`src/cdoc_regs.svh`:
```
// Register offsets, field positions, reset values and limits of the output clock path
// Contract
// Two status outputs show lock of the input loop and the output loop.
// First divider on oscillator, second forms primary, third divides primary into secondary.
// Driver mode bits 5:3: 000 both single-ended, 100 LVDS-like, 101 ECL, 11x undefined.
// Mode 001 drives positive pin only, 010 negative only, 011 tristates both.
// Single-ended family applies programmed polarity to each pin independently.
// Single-ended or low-voltage differential families take a weak or strong drive bit.
// Each driver control register has a power-down bit, independent of family.
// Without port control, family follows select pin: 0 low-voltage, 1 emitter-coupled.
// Pin-selected low-voltage differential mode still honours programmed drive strength.
// Both references absent enters holdover and freezes oscillator tuning.
// Holdover ends when a reference returns; input loop then resynchronises.
// Software must set charge-pump current to 25 uA for 19.44 MHz mode.
// Feedback integer 64..255, first divider 4..11, second and third 1..63.
// Reference integer 1..63 with modulator off, 3..63 with it on.
// Feedback numerator 0..1048575, modulus 1..1048575, twenty bits.
// Reference numerator signed -524288..524287, modulus 1..524287.
// Reference factor is integer plus half plus numerator over twice modulus.
// Bypassed reference modulator forces fractional part to zero.
// Feedback factor is integer plus numerator over modulus from its modulator.
// Software picks reference dividers so both give the same intermediate frequency.
// Charge-pump current register uses all eight bits, overriding default gain.
// Lock outputs are registered levels changing only on clock edges.
`ifndef CDOC_REGS_SVH
`define CDOC_REGS_SVH
`define CDOC_CHARGE_PUMP_CURRENT 8'h0A
`define CDOC_PRIMARY_DRIVER_CONTROL 8'h32
`define CDOC_SECONDARY_DRIVER_CONTROL 8'h34
`define CDOC_DRV_MODE_HI 5
`define CDOC_DRV_MODE_LO 3
`define CDOC_DRV_POL_P 0
`define CDOC_DRV_POL_N 1
`define CDOC_DRV_STRONG 2
`define CDOC_DRV_PDN 6
`define CDOC_DRV_PORT_CTRL 7
`define CDOC_CP_RESET 8'h00
`define CDOC_DRV_RESET 8'h00
`define CDOC_FIRST_MIN 8'h04
`define CDOC_FIRST_MAX 8'h0B
`define CDOC_OUTDIV_MIN 8'h01
`define CDOC_OUTDIV_MAX 8'h3F
`define CDOC_FB_INT_MIN 8'h40
`define CDOC_REF_INT_MIN_SDM 6'h03
`define CDOC_REF_INT_MIN 6'h01
`endif

```
`src/cdoc_pkg.sv`:
```
// Types shared by the output clock path
package cdoc_pkg;
	typedef enum logic [2:0] {
		CDOC_SE_BOTH = 3'h0,
		CDOC_SE_POS = 3'h1,
		CDOC_SE_NEG = 3'h2,
		CDOC_TRI_BOTH = 3'h3,
		CDOC_LVDS = 3'h4,
		CDOC_ECL = 3'h5,
		CDOC_UNDEF6 = 3'h6,
		CDOC_UNDEF7 = 3'h7
	} cdoc_mode_t;
	typedef enum logic [1:0] {CDOC_ACQUIRE, CDOC_LOCKED, CDOC_HOLDOVER} cdoc_ref_state_t;
endpackage

```
`src/cdoc_divider.sv`:
```
// Integer clock divider producing a one-cycle tick and a toggled clock level
`timescale 1ns/10ps
`default_nettype none
module cdoc_divider (
	input wire logic clk, // Source clock
	input wire logic resetn, // Async active-low reset
	input wire logic tick_in, // Source tick (divide events)
	input wire logic [7:0] ratio, // Division ratio, 0 treated as 1
	output logic tick_out, // One tick per ratio input ticks
	output logic level_out // Divided square level
);
	logic [7:0] cnt_r;
	logic [7:0] last;
	assign last = (ratio == 8'h00) ? 8'h00 : ratio - 8'h01;
	always_ff @(posedge clk or negedge resetn) begin
		if (!resetn) begin
			cnt_r <= 8'h00;
		end else if (tick_in) begin
			cnt_r <= (cnt_r >= last) ? 8'h00 : cnt_r + 8'h01;
		end
	end
	assign tick_out = tick_in && (cnt_r >= last);
	always_ff @(posedge clk or negedge resetn) begin
		if (!resetn) begin
			level_out <= 1'b0;
		end else if (tick_out) begin
			level_out <= ~level_out;
		end
	end
endmodule
`default_nettype wire

```
`src/cdoc_clock_divider_output_config.sv`:
```
// Output divider chain, driver configuration, lock status and holdover control
`timescale 1ns/10ps
`default_nettype none
`include "cdoc_regs.svh"
module cdoc_clock_divider_output_config (
	input wire logic clk, // Divided oscillator clock
	input wire logic resetn, // Async active-low reset
	input wire logic reg_we, // Register write strobe
	input wire logic [7:0] reg_addr, // Register address
	input wire logic [7:0] reg_wdata, // Register write data
	output logic [7:0] reg_rdata, // Register read data
	input wire logic [7:0] first_output_divider, // First divider setting
	input wire logic [7:0] second_output_divider, // Second divider setting
	input wire logic [7:0] third_output_divider, // Third divider setting
	input wire logic [7:0] fb_int, // Feedback integer
	input wire logic [19:0] fb_frac, // Feedback numerator
	input wire logic [19:0] feedback_period_count, // Feedback modulus
	input wire logic [5:0] ref_int, // Reference integer
	input wire logic [19:0] ref_frac, // Reference signed numerator
	input wire logic [19:0] reference_period_count, // Reference modulus
	input wire logic ref_sdm_en, // Reference modulator active
	input wire logic driver_family_select_pin, // Family pin, asynchronous
	input wire logic ref_a_present, // Reference A present, asynchronous
	input wire logic ref_b_present, // Reference B present, asynchronous
	input wire logic in_loop_lock_raw, // Input loop phase detector lock, asynchronous
	input wire logic out_loop_lock_raw, // Output loop phase detector lock, asynchronous
	input wire logic [15:0] tune_word_in, // Live oscillator tuning from loop filter
	output logic [15:0] tune_word, // Tuning applied to oscillator
	output logic holdover, // Holdover active
	output logic input_loop_locked, // Input loop lock status pin
	output logic output_loop_locked, // Output loop lock status pin
	output logic settings_legal, // All divider settings within range
	output logic [20:0] ref_frac_eff, // Effective reference fraction numerator (x2 mod units)
	output logic [19:0] fb_frac_eff, // Effective feedback fraction numerator
	output logic [7:0] charge_pump, // Charge-pump current code
	output logic primary_clock_output, // Primary positive pin
	output logic primary_clock_output_n, // Primary negative pin
	output logic primary_oe_p, // Primary positive enable
	output logic primary_oe_n, // Primary negative enable
	output logic [1:0] primary_family, // 0 single-ended, 1 low-voltage, 2 emitter-coupled, 3 off
	output logic primary_strong, // Primary strong drive
	output logic secondary_clock_output, // Secondary positive pin
	output logic secondary_clock_output_n, // Secondary negative pin
	output logic secondary_oe_p, // Secondary positive enable
	output logic secondary_oe_n, // Secondary negative enable
	output logic [1:0] secondary_family, // Family code as primary
	output logic secondary_strong // Secondary strong drive
);
	// ****************************************
	// Registers
	// ****************************************
	logic [7:0] cp_r;
	logic [7:0] pdrv_r;
	logic [7:0] sdrv_r;
	always_ff @(posedge clk or negedge resetn) begin
		if (!resetn) begin
			cp_r <= `CDOC_CP_RESET;
			pdrv_r <= `CDOC_DRV_RESET;
			sdrv_r <= `CDOC_DRV_RESET;
		end else if (reg_we) begin
			if (reg_addr == `CDOC_CHARGE_PUMP_CURRENT) cp_r <= reg_wdata;
			if (reg_addr == `CDOC_PRIMARY_DRIVER_CONTROL) pdrv_r <= reg_wdata;
			if (reg_addr == `CDOC_SECONDARY_DRIVER_CONTROL) sdrv_r <= reg_wdata;
		end
	end
	assign charge_pump = cp_r;
	always_comb begin
		unique case (reg_addr)
			`CDOC_CHARGE_PUMP_CURRENT: reg_rdata = cp_r;
			`CDOC_PRIMARY_DRIVER_CONTROL: reg_rdata = pdrv_r;
			`CDOC_SECONDARY_DRIVER_CONTROL: reg_rdata = sdrv_r;
			default: reg_rdata = 8'h00;
		endcase
	end

	// ****************************************
	// Synchronisers
	// ****************************************
	logic [4:0] sync1_r;
	logic [4:0] sync2_r;
	always_ff @(posedge clk or negedge resetn) begin
		if (!resetn) begin
			// References reset as present, so a reset alone never looks like a lost reference
			sync1_r <= 5'h0C;
			sync2_r <= 5'h0C;
		end else begin
			sync1_r <= {driver_family_select_pin, ref_a_present, ref_b_present,
				in_loop_lock_raw, out_loop_lock_raw};
			sync2_r <= sync1_r;
		end
	end
	logic fam_pin_s;
	logic ref_any_s;
	assign fam_pin_s = sync2_r[4];
	assign ref_any_s = sync2_r[3] | sync2_r[2];

	// ****************************************
	// Lock status
	// ****************************************
	always_ff @(posedge clk or negedge resetn) begin
		if (!resetn) begin
			input_loop_locked <= 1'b0;
			output_loop_locked <= 1'b0;
		end else begin
			input_loop_locked <= sync2_r[1] & ~holdover;
			output_loop_locked <= sync2_r[0];
		end
	end

	// ****************************************
	// Holdover
	// ****************************************
	cdoc_pkg::cdoc_ref_state_t hst_r;
	always_ff @(posedge clk or negedge resetn) begin
		if (!resetn) begin
			hst_r <= cdoc_pkg::CDOC_ACQUIRE;
		end else begin
			unique case (hst_r)
				cdoc_pkg::CDOC_ACQUIRE: begin
					if (!ref_any_s) hst_r <= cdoc_pkg::CDOC_HOLDOVER;
					else if (sync2_r[1]) hst_r <= cdoc_pkg::CDOC_LOCKED;
				end
				cdoc_pkg::CDOC_LOCKED: begin
					if (!ref_any_s) hst_r <= cdoc_pkg::CDOC_HOLDOVER;
				end
				cdoc_pkg::CDOC_HOLDOVER: begin
					if (ref_any_s) hst_r <= cdoc_pkg::CDOC_ACQUIRE;
				end
				default: hst_r <= cdoc_pkg::CDOC_ACQUIRE;
			endcase
		end
	end
	assign holdover = (hst_r == cdoc_pkg::CDOC_HOLDOVER);
	// Tuning is tracked every cycle outside holdover while a reference is present, so the frozen value is the one just before both references read absent
	always_ff @(posedge clk or negedge resetn) begin
		if (!resetn) begin
			tune_word <= 16'h0000;
		end else if (!holdover && ref_any_s) begin
			tune_word <= tune_word_in;
		end
	end

	// ****************************************
	// Divider legality and fractions
	// ****************************************
	function automatic logic in_range(input logic [7:0] v, input logic [7:0] lo,
		input logic [7:0] hi);
		in_range = (v >= lo) && (v <= hi);
	endfunction
	logic ref_int_ok;
	logic ref_frac_ok;
	assign ref_int_ok = ref_sdm_en ? (ref_int >= `CDOC_REF_INT_MIN_SDM) :
		(ref_int >= `CDOC_REF_INT_MIN);
	// Modulus must be nonzero and fit in 19 bits; the signed numerator is not range-checked
	assign ref_frac_ok = (reference_period_count != 20'h00000) &&
		!reference_period_count[19];
	assign settings_legal = in_range(fb_int, `CDOC_FB_INT_MIN, 8'hFF) &&
		in_range(first_output_divider, `CDOC_FIRST_MIN, `CDOC_FIRST_MAX) &&
		in_range(second_output_divider, `CDOC_OUTDIV_MIN, `CDOC_OUTDIV_MAX) &&
		in_range(third_output_divider, `CDOC_OUTDIV_MIN, `CDOC_OUTDIV_MAX) &&
		(feedback_period_count != 20'h00000) &&
		ref_int_ok && ref_frac_ok;
	// Reference fraction is modulus plus numerator over twice the modulus
	// Bypass acts as a numerator of minus the modulus, so the fraction is zero
	always_ff @(posedge clk or negedge resetn) begin
		if (!resetn) begin
			ref_frac_eff <= 21'h000000;
			fb_frac_eff <= 20'h00000;
		end else begin
			ref_frac_eff <= ref_sdm_en ?
				21'({1'b0, reference_period_count} + {ref_frac[19], ref_frac}) :
				21'h000000;
			fb_frac_eff <= fb_frac;
		end
	end

	// ****************************************
	// Divider chain
	// ****************************************
	logic t0;
	logic t1;
	logic lvl1;
	logic lvl2;
	cdoc_divider u_first (
		.clk(clk),
		.resetn(resetn),
		.tick_in(1'b1),
		.ratio(first_output_divider),
		.tick_out(t0),
		.level_out()
	);
	cdoc_divider u_second (
		.clk(clk),
		.resetn(resetn),
		.tick_in(t0),
		.ratio(second_output_divider),
		.tick_out(t1),
		.level_out(lvl1)
	);
	cdoc_divider u_third (
		.clk(clk),
		.resetn(resetn),
		.tick_in(t1),
		.ratio(third_output_divider),
		.tick_out(),
		.level_out(lvl2)
	);

	// ****************************************
	// Drivers
	// ****************************************
	function automatic logic [6:0] drive(input logic [7:0] cfg, input logic pin,
		input logic lvl);
		logic [2:0] m;
		logic p;
		logic n;
		logic ep;
		logic en;
		logic [1:0] fam;
		logic st;
		m = cfg[`CDOC_DRV_MODE_HI:`CDOC_DRV_MODE_LO];
		p = lvl;
		n = ~lvl;
		ep = 1'b1;
		en = 1'b1;
		fam = 2'h3;
		st = 1'b0;
		if (!cfg[`CDOC_DRV_PORT_CTRL]) begin
			fam = pin ? 2'h2 : 2'h1;
			st = pin ? 1'b0 : cfg[`CDOC_DRV_STRONG];
		end else begin
			unique case (cdoc_pkg::cdoc_mode_t'(m))
				cdoc_pkg::CDOC_SE_BOTH, cdoc_pkg::CDOC_SE_POS,
				cdoc_pkg::CDOC_SE_NEG, cdoc_pkg::CDOC_TRI_BOTH: begin
					fam = 2'h0;
					p = lvl ^ cfg[`CDOC_DRV_POL_P];
					n = lvl ^ cfg[`CDOC_DRV_POL_N];
					ep = (m == 3'h0) || (m == 3'h1);
					en = (m == 3'h0) || (m == 3'h2);
					st = cfg[`CDOC_DRV_STRONG];
				end
				cdoc_pkg::CDOC_LVDS: begin
					fam = 2'h1;
					st = cfg[`CDOC_DRV_STRONG];
				end
				cdoc_pkg::CDOC_ECL: fam = 2'h2;
				default: begin
					ep = 1'b0;
					en = 1'b0;
				end
			endcase
		end
		if (cfg[`CDOC_DRV_PDN]) begin
			ep = 1'b0;
			en = 1'b0;
			fam = 2'h3;
		end
		drive = {st, fam, en, ep, n, p};
	endfunction
	always_ff @(posedge clk or negedge resetn) begin
		if (!resetn) begin
			{primary_strong, primary_family, primary_oe_n, primary_oe_p,
				primary_clock_output_n, primary_clock_output} <= 7'h00;
			{secondary_strong, secondary_family, secondary_oe_n, secondary_oe_p,
				secondary_clock_output_n, secondary_clock_output} <= 7'h00;
		end else begin
			{primary_strong, primary_family, primary_oe_n, primary_oe_p,
				primary_clock_output_n, primary_clock_output} <= drive(pdrv_r, fam_pin_s, lvl1);
			{secondary_strong, secondary_family, secondary_oe_n, secondary_oe_p,
				secondary_clock_output_n, secondary_clock_output} <= drive(sdrv_r, fam_pin_s, lvl2);
		end
	end
endmodule
`default_nettype wire

```
`config.mk`:
```
export PLATFORM = sky130hd
export DESIGN_NAME = cdoc_clock_divider_output_config
export DESIGN_NICKNAME = d
export VERILOG_FILES = /design/src/cdoc_pkg.sv /design/src/cdoc_divider.sv /design/src/cdoc_clock_divider_output_config.sv
export VERILOG_INCLUDE_DIRS = /design/src
export SDC_FILE = /design/constraint.sdc
export NUM_CORES = 1
export LEC_CHECK = 0
export BUFFER_PORTS_ARGS = -buffer_cell sky130_fd_sc_hd__buf_2
export CAP_MARGIN = 0
export CORE_MARGIN = 2
export CORE_UTILIZATION = 40
export DETAILED_ROUTE_END_ITERATION = 16
export GPL_TIMING_DRIVEN = 1
export PLACE_DENSITY = 0.66
export SLEW_MARGIN = 20
export SYNTH_ARGS = -nofsm -noshare
export SYNTH_HDL_FRONTEND = slang
export SYNTH_SLANG_ARGS = --single-unit
```
`constraint.sdc`:
```
create_clock -name clk -period 2.4 [get_ports clk]
set_input_delay 0.12 -clock clk [delete_from_list [all_inputs] [get_ports clk]]
set_output_delay 0.12 -clock clk [all_outputs]
set_load 0.005 [all_outputs]
```
==> results.sh, run 1 <==
export IMPL_min_from="ref_frac[0]"
export IMPL_powerDensity_mw_per_mm2=694
export IMPL_ys_warn_count=0
export IMPL_placed_cell_area_mm2=0.00918
export IMPL_yosysTopAreaCell="dfrtp_1"
export IMPL_slew_violations=0
export IMPL_ctsHtreeMaxLevel=4
export IMPL_cts_tree="yes"
export IMPL_clk_latency_ns=0.41
export IMPL_drcViolationCount=0
export IMPL_grt_max_degree=69
export IMPL_clk_pin_slew_ns=0.06
export IMPL_totalWireLength_um=18500
export IMPL_skew_ns=0.00521
export IMPL_grt_pass1_wl_um=30400
export IMPL_worst_pin_slew_ns=0.638
export IMPL_ant_nets=0
export IMPL_power_leakage_uw=0.00518
export IMPL_critical_path_class="input port to flip-flop"
export IMPL_hold_viol=0
export IMPL_dr_total_vias=6416
export IMPL_drt_iter0_markers=335
export IMPL_die_h_um=139
export IMPL_syn_num_nets=903
export IMPL_crit_family="simple AND/OR/NAND/NOR gates"
export IMPL_core_area_mm2=0.0180
export IMPL_crit_start="third_output_divider[0]"
export IMPL_ir_worst_vdd_mv=0.495
export IMPL_cts_buffers=17
export IMPL_ys_flop_type="dfrtp_1"
export IMPL_root_buffer="clkbuf_16"
export IMPL_fp_dieArea_mm2=0.0194
export IMPL_io_buffers=243
export IMPL_drive_gt1_frac=0.371
export IMPL_overflow=0
export IMPL_cp_cell_sequence="buf_2 > inv_1 > ha_2 > nand2_2 > or3_4 > or3_4 > nand2b_1 > ha_1 > o21ai_1 > o21ai_1 > a21o_1 > buf_4 > or2_4 > o31ai_2"
export IMPL_track_usage=0.194
export IMPL_crit_required_ns=2.72
export IMPL_gp_congestion=0.863
export IMPL_drt_pass1_iterations=5
export IMPL_cp_arrival_ns=2.60
export IMPL_synth_area_per_cell_um2=10.6
export IMPL_grt_pass1_vias=6264
export IMPL_nNetsFinal=1248
export IMPL_async_reset_ff_frac=1.00
export IMPL_slowest_stage="or3_4"
export IMPL_setup_violations=0
export IMPL_rr_endpoint="u_second.cnt_r[2]"
export IMPL_cp_start_kind="input port"
export IMPL_viasPerCell=5.02
export IMPL_netlist_cell_type_count=68
export IMPL_dp_hpwl_um=13800
export IMPL_r2r_setup_slack_ns=0.23
export IMPL_synth_cells=690
export IMPL_total_power_uw=7140
export IMPL_crit_buf_inv=3
export IMPL_ios=250
export IMPL_synth_area_mm2=0.00730
export IMPL_cp_max_fo=5
export IMPL_synth_edf_count=0
export IMPL_design_area_mm2=0.0103
export IMPL_r2r_cells=10
export IMPL_start_util=0.406
export IMPL_critPathMaxStageDelay_ns=0.36
export IMPL_min_period_ns=2.28
export IMPL_cts_sinks=135
export IMPL_n_antenna_cell=0
export IMPL_r2r_start="u_first.cnt_r[0]"
export IMPL_antenna_found_initial=0
export IMPL_ys_ff_latch=135
export IMPL_row_count=49
export IMPL_cap_violations=0
export IMPL_clock_fmax_mhz=438
export IMPL_ys_seq_area_frac=0.463
export IMPL_dieWidth_um=139
export IMPL_crit_path_end_kind="flip-flop"
export IMPL_slew_headroom=0.575
export IMPL_ys_top_cells_by_area="dfrtp_1 (45%), ha_1 (9.1%), mux2_2 (4.8%)"
export IMPL_place_inst=1193
export IMPL_synth_top_area_frac=0.449
export IMPL_fin_crit_sh=0.951
export IMPL_status="finished clean"
export IMPL_cp_depth=14
export IMPL_instances_no_fill=1277
export IMPL_crit_path_end="u_third.cnt_r[4]"
export IMPL_wl_per_cell_um=14.5
export IMPL_layout_common_cells="buf_2 (242), dfrtp_1 (131), ha_1 (51), dlygate4sd3_1 (51), buf_4 (49)"
export IMPL_final_common_cell="buf_2"
export IMPL_area_delta_synth_final_pct=41.0
export IMPL_worstHoldPathType="input port to flip-flop"
export IMPL_rsz0062_at_grt="no"
export IMPL_whs_ns=0.0313
export IMPL_cts_max_path_buffers=2
[final cells by class]
type                       count  area (µm²)
clock buffer                  21         460
inverter                      32         128
sequential                   135        3380
clock inverter                11         124
timing repair buffer         344        2120
tap                          229         287
multi-input combinational    505        3790
fill                        1575        7670
[through the flow]
step	setup TNS [ns]	worst slack (ns)	utilization
6_report	0	0.119	0.573
5_1_grt	0	0.00101	0.573
4_1_cts	0	0.0684	0.572
3_5_place_dp	-2.91	-0.320	0.511
3_3_place_gp	-1.90	-0.227	0.511
2_1_floorplan	-0.945	-0.169	-
[worst min path at each step]
| stage | end | cells after the start | slack (ns) |
|---|---|---|---|
| 3_5_place_dp | charge_pump[7] | 1 | 0.16 |
| 5_1_grt | ref_frac_eff[0] | 3 | 0.03 |
| 3_3_place_gp | charge_pump[1] | 1 | 0.16 |
| 2_1_floorplan | charge_pump[0] | 0 | -0.18 |
| 6_report | ref_frac_eff[0] | 3 | 0.03 |
| 4_1_cts | ref_frac_eff[0] | 3 | 0.02 |
[worst min-delay path: cells and delay by family]
kind	cells	cell delay [ns]
fa+ha+maj	1	0.11
buf+inv	1	0.08
simple gates	1	0.11
[routing by layer]
layer,track usage,share of wire,vias to the layer above
met1,0.252,0.45,2965
met2,0.319,0.47,235
met5,0,0,-
met3,0.0428,0.060,24
met4,0.0712,0.021,0
li1,-,-,3192
[where the power goes]
part | switching [µW] | internal, µW | total (µW) | leakage, µW
Combinational | 863 | 910 | 1770 | 0.00323
Clock | 967 | 1580 | 2550 | 0.000279
Sequential | 236 | 2580 | 2820 | 0.00167
[synthesized netlist by cell type (4+ instances only)]
cell type    n
nand3b_1     7
or4_1        4
xor2_1      16
dfstp_2      4
or3_1        4
nand2b_1    21
and3_1      10
a21oi_1     35
dfrtp_1    131
mux2i_1      8
nand4_1      4
buf_2        5
a222oi_1     8
mux2_2      31
and2_1      13
nor4_1      12
ha_1        53
o21ai_0     11
xnor2_1     19
o211ai_1     9
nor3b_1      7
o31ai_1      5
nor2_1      46
inv_1       32
nand2_1     49
nor3_1      13
mux2_1      12
o21ai_1     16
nand3_1     28
a21o_1      11
clkbuf_1    12
[registers in the layout, indices dropped and copies added, names as in the netlist, 8 cells and up]
| name | cells |
|---|---|
| ref_frac_eff | 21 |
| u_first.cnt_r | 8 |
| pdrv_r | 8 |
| u_second.cnt_r | 8 |
| tune_word | 16 |
| fb_frac_eff | 20 |
| charge_pump | 8 |
| sdrv_r | 8 |
| u_third.cnt_r | 8 |
[cells by family (layout without fill, tap and decap cells)]
logic type | after synthesis | count (layout) | synth area share
flip-flops | 135 | 135 | 0.463
AO/OA/AOI/OAI | 133 | 133 | 0.129
adder cells (fa/ha/maj) | 54 | 54 | 0.0936
AND/OR/NAND/NOR | 232 | 232 | 0.167
XOR/XNOR | 35 | 35 | 0.0420
buffers and inverters | 50 | 408 | 0.0276
multiplexers | 51 | 51 | 0.0773
[timing repair]
item | in CTS | in global routing
endpoints found under the setup margin | 0 | 11
hold buffers | 51 | 0
resized for setup | 0 | 4
setup buffers | 0 | 1
hold endpoints to repair | 132 | 0
No activity file was read; power rests on OpenSTA's default activity.
==> inputs of run 2 (changes only) <==
--- a/config.mk
+++ b/config.mk
@@ -10,9 +10,11 @@
 export CAP_MARGIN = 0
 export CORE_MARGIN = 2
 export CORE_UTILIZATION = 40
+export CTS_BUF_LIST = sky130_fd_sc_hd__clkbuf_16
 export DETAILED_ROUTE_END_ITERATION = 16
 export GPL_TIMING_DRIVEN = 1
 export PLACE_DENSITY = 0.66
+export RECOVER_POWER = 100
 export SLEW_MARGIN = 20
 export SYNTH_ARGS = -nofsm -noshare
 export SYNTH_HDL_FRONTEND = slang
==> results.sh, run 2 (same netlist as run 1, synthesis figures left out) <==
export IMPL_viasPerCell=5.01
export IMPL_track_usage=0.194
export IMPL_die_h_um=139
export IMPL_totalWireLength_um=18500
export IMPL_largest_register="ref_frac_eff"
export IMPL_n_antenna_cell=0
export IMPL_row_count=49
export IMPL_min_path_cells=3
export IMPL_crit_path_end_kind="flip-flop"
export IMPL_fp_dieArea_mm2=0.0194
export IMPL_cts_max_path_buffers=2
export IMPL_dieWidth_um=139
export IMPL_cp_start_kind="input port"
export IMPL_wl_per_cell_um=14.5
export IMPL_rsz0062_at_grt="no"
export IMPL_placed_cell_area_mm2=0.00918
export IMPL_min_from="ref_frac[0]"
export IMPL_setup_ws_ns=0.120
export IMPL_cp_max_fo=5
export IMPL_rr_endpoint="u_second.cnt_r[2]"
export IMPL_crit_required_ns=2.72
export IMPL_fin_crit_sh=0.950
export IMPL_design_area_mm2=0.0101
export IMPL_ctsHtreeMaxLevel=4
export IMPL_clk_latency_ns=0.41
export IMPL_crit_buf_inv=3
export IMPL_min_period_ns=2.28
export IMPL_powerDensity_mw_per_mm2=693
export IMPL_cap_violations=1
export IMPL_worstHoldPathType="input port to flip-flop"
export IMPL_gp_congestion=0.863
export IMPL_whs_ns=0.0279
export IMPL_grt_pass1_wl_um=30400
export IMPL_slew_violations=68
export IMPL_setup_violations=0
export IMPL_grt_max_degree=69
export IMPL_top_regs="ref_frac_eff x21, fb_frac_eff x20, tune_word x16"
export IMPL_min_to="ref_frac_eff[0]"
export IMPL_grt_pass1_vias=6256
export IMPL_area_delta_synth_final_pct=38.8
export IMPL_overflow=0
export IMPL_drcViolationCount=0
export IMPL_largest_reg_flops=21
export IMPL_seq_area_mm2=0.00338
export IMPL_power_switching_uw=2060
export IMPL_total_power_uw=7030
export IMPL_p_comb_frac=0.246
export IMPL_nNetsFinal=1248
export IMPL_clock_fmax_mhz=439
export IMPL_drive_gt1_frac=0.302
export IMPL_cp_cell_sequence="buf_2 > inv_1 > ha_2 > nand2_2 > or3_4 > or3_4 > nand2b_1 > ha_1 > o21ai_1 > o21ai_1 > a21o_1 > buf_4 > or2_4 > o31ai_2"
export IMPL_start_util=0.406
export IMPL_slowest_stage="or3_4"
export IMPL_switching_share=0.293
export IMPL_cts_sinks=135
export IMPL_root_buffer="clkbuf_16"
export IMPL_cts_buffers=17
export IMPL_fillCellCount=1625
export IMPL_p_clk_frac=0.353
export IMPL_dr_total_vias=6400
export IMPL_r2r_start="u_first.cnt_r[0]"
export IMPL_layout_common_cells="buf_2 (183), dfrtp_1 (131), clkbuf_1 (61)"
export IMPL_clk_pin_slew_ns=0.06
export IMPL_slew_headroom=-0.141
export IMPL_antenna_found_initial=0
export IMPL_critical_path_class="input port to flip-flop"
export IMPL_multi_input_area_mm2=0.00375
export IMPL_io_buffers=243
export IMPL_power_frac_seq=0.401
export IMPL_skew_ns=0.00523
export IMPL_status="complete, but fails checks"
export IMPL_worst_pin_slew_ns=1.71
export IMPL_drt_pass1_iterations=5
export IMPL_ir_worst_vdd_mv=0.432
export IMPL_core_area_mm2=0.0180
export IMPL_r2r_cells=10
export IMPL_internal_power_uw=4970
export IMPL_drt_iter0_markers=291
export IMPL_cts_tree="yes"
export IMPL_power_leakage_uw=0.00495
export IMPL_dp_hpwl_um=13800
export IMPL_cp_arrival_ns=2.60
export IMPL_crit_family="simple AND/OR/NAND/NOR gates"
export IMPL_violations="max-capacitance violations, max-slew violations"
export IMPL_critPathMaxStageDelay_ns=0.36
export IMPL_final_common_cell="buf_2"
export IMPL_hold_viol=0
export IMPL_dp_slack_ns=-0.320
export IMPL_ios=250
export IMPL_ant_nets=0
export IMPL_r2r_setup_slack_ns=0.24
run 2: timing repair:
action / CTS / global route
endpoints found under the setup margin: 0 / 11
hold buffers: 51 / 0
gates resized for setup: 0 / 4
hold endpoints to repair: 132 / 0
setup buffers: 0 / 1
run 2: how the worst max path moves through the flow:
stage | startpoint | endpoint | slack [ns] | cells past startpoint
after global placement | third_output_divider[0] | u_third.cnt_r[6] | -0.23 | 13
final | third_output_divider[0] | u_third.cnt_r[4] | 0.12 | 14
after CTS | u_first.cnt_r[0] | u_second.cnt_r[2] | 0.07 | 10
after floorplan | third_output_divider[0] | u_third.cnt_r[7] | -0.17 | 13
after detailed placement | third_output_divider[0] | u_third.cnt_r[6] | -0.32 | 13
after global routing | third_output_divider[0] | u_third.cnt_r[4] | 0.004 | 14
run 2: layout make-up:
| type | instances | share of cell area |
|---|---|---|
| Timing Repair Buffer | 344 | 0.200 |
| Clock buffer | 17 | 0.0420 |
| Tap cell | 229 | 0.0283 |
| Clock inverter | 15 | 0.0137 |
| Inverter | 32 | 0.0126 |
| Sequential cell | 135 | 0.334 |
| Multi-Input combinational cell | 505 | 0.370 |
run 2: stage by stage:
stage               TNS (ns)  std cells   util
CTS                        0       1276  0.571
floorplan             -0.945        690      -
global route               0       1277  0.564
finish                     0       1277  0.564
detailed placement     -2.91       1193  0.511
global placement       -1.90       1193  0.511
run 2: power by group through the flow:
stage / registers, µW / clock network [µW] / logic, µW
final: 2820 / 2480 / 1730
after CTS: 2820 / 2540 / 1760
after global routing: 2860 / 2650 / 1960
after global placement: 2850 / 0 / 1650
after detailed placement: 2860 / 0 / 1690
after floorplan: 2820 / 0 / 1040
run 2: layer usage:
metal,vias up,track usage,part of all wire
li1,3191,-,-
met1,2969,0.252,0.45
met2,214,0.318,0.48
met3,26,0.0428,0.056
met4,0,0.0712,0.020
met5,-,0,0
run 2: worst min-delay path, cell delays in order:
cell,delay (ns)
buf_2,0.08
ha_1,0.11
and2_1,0.11
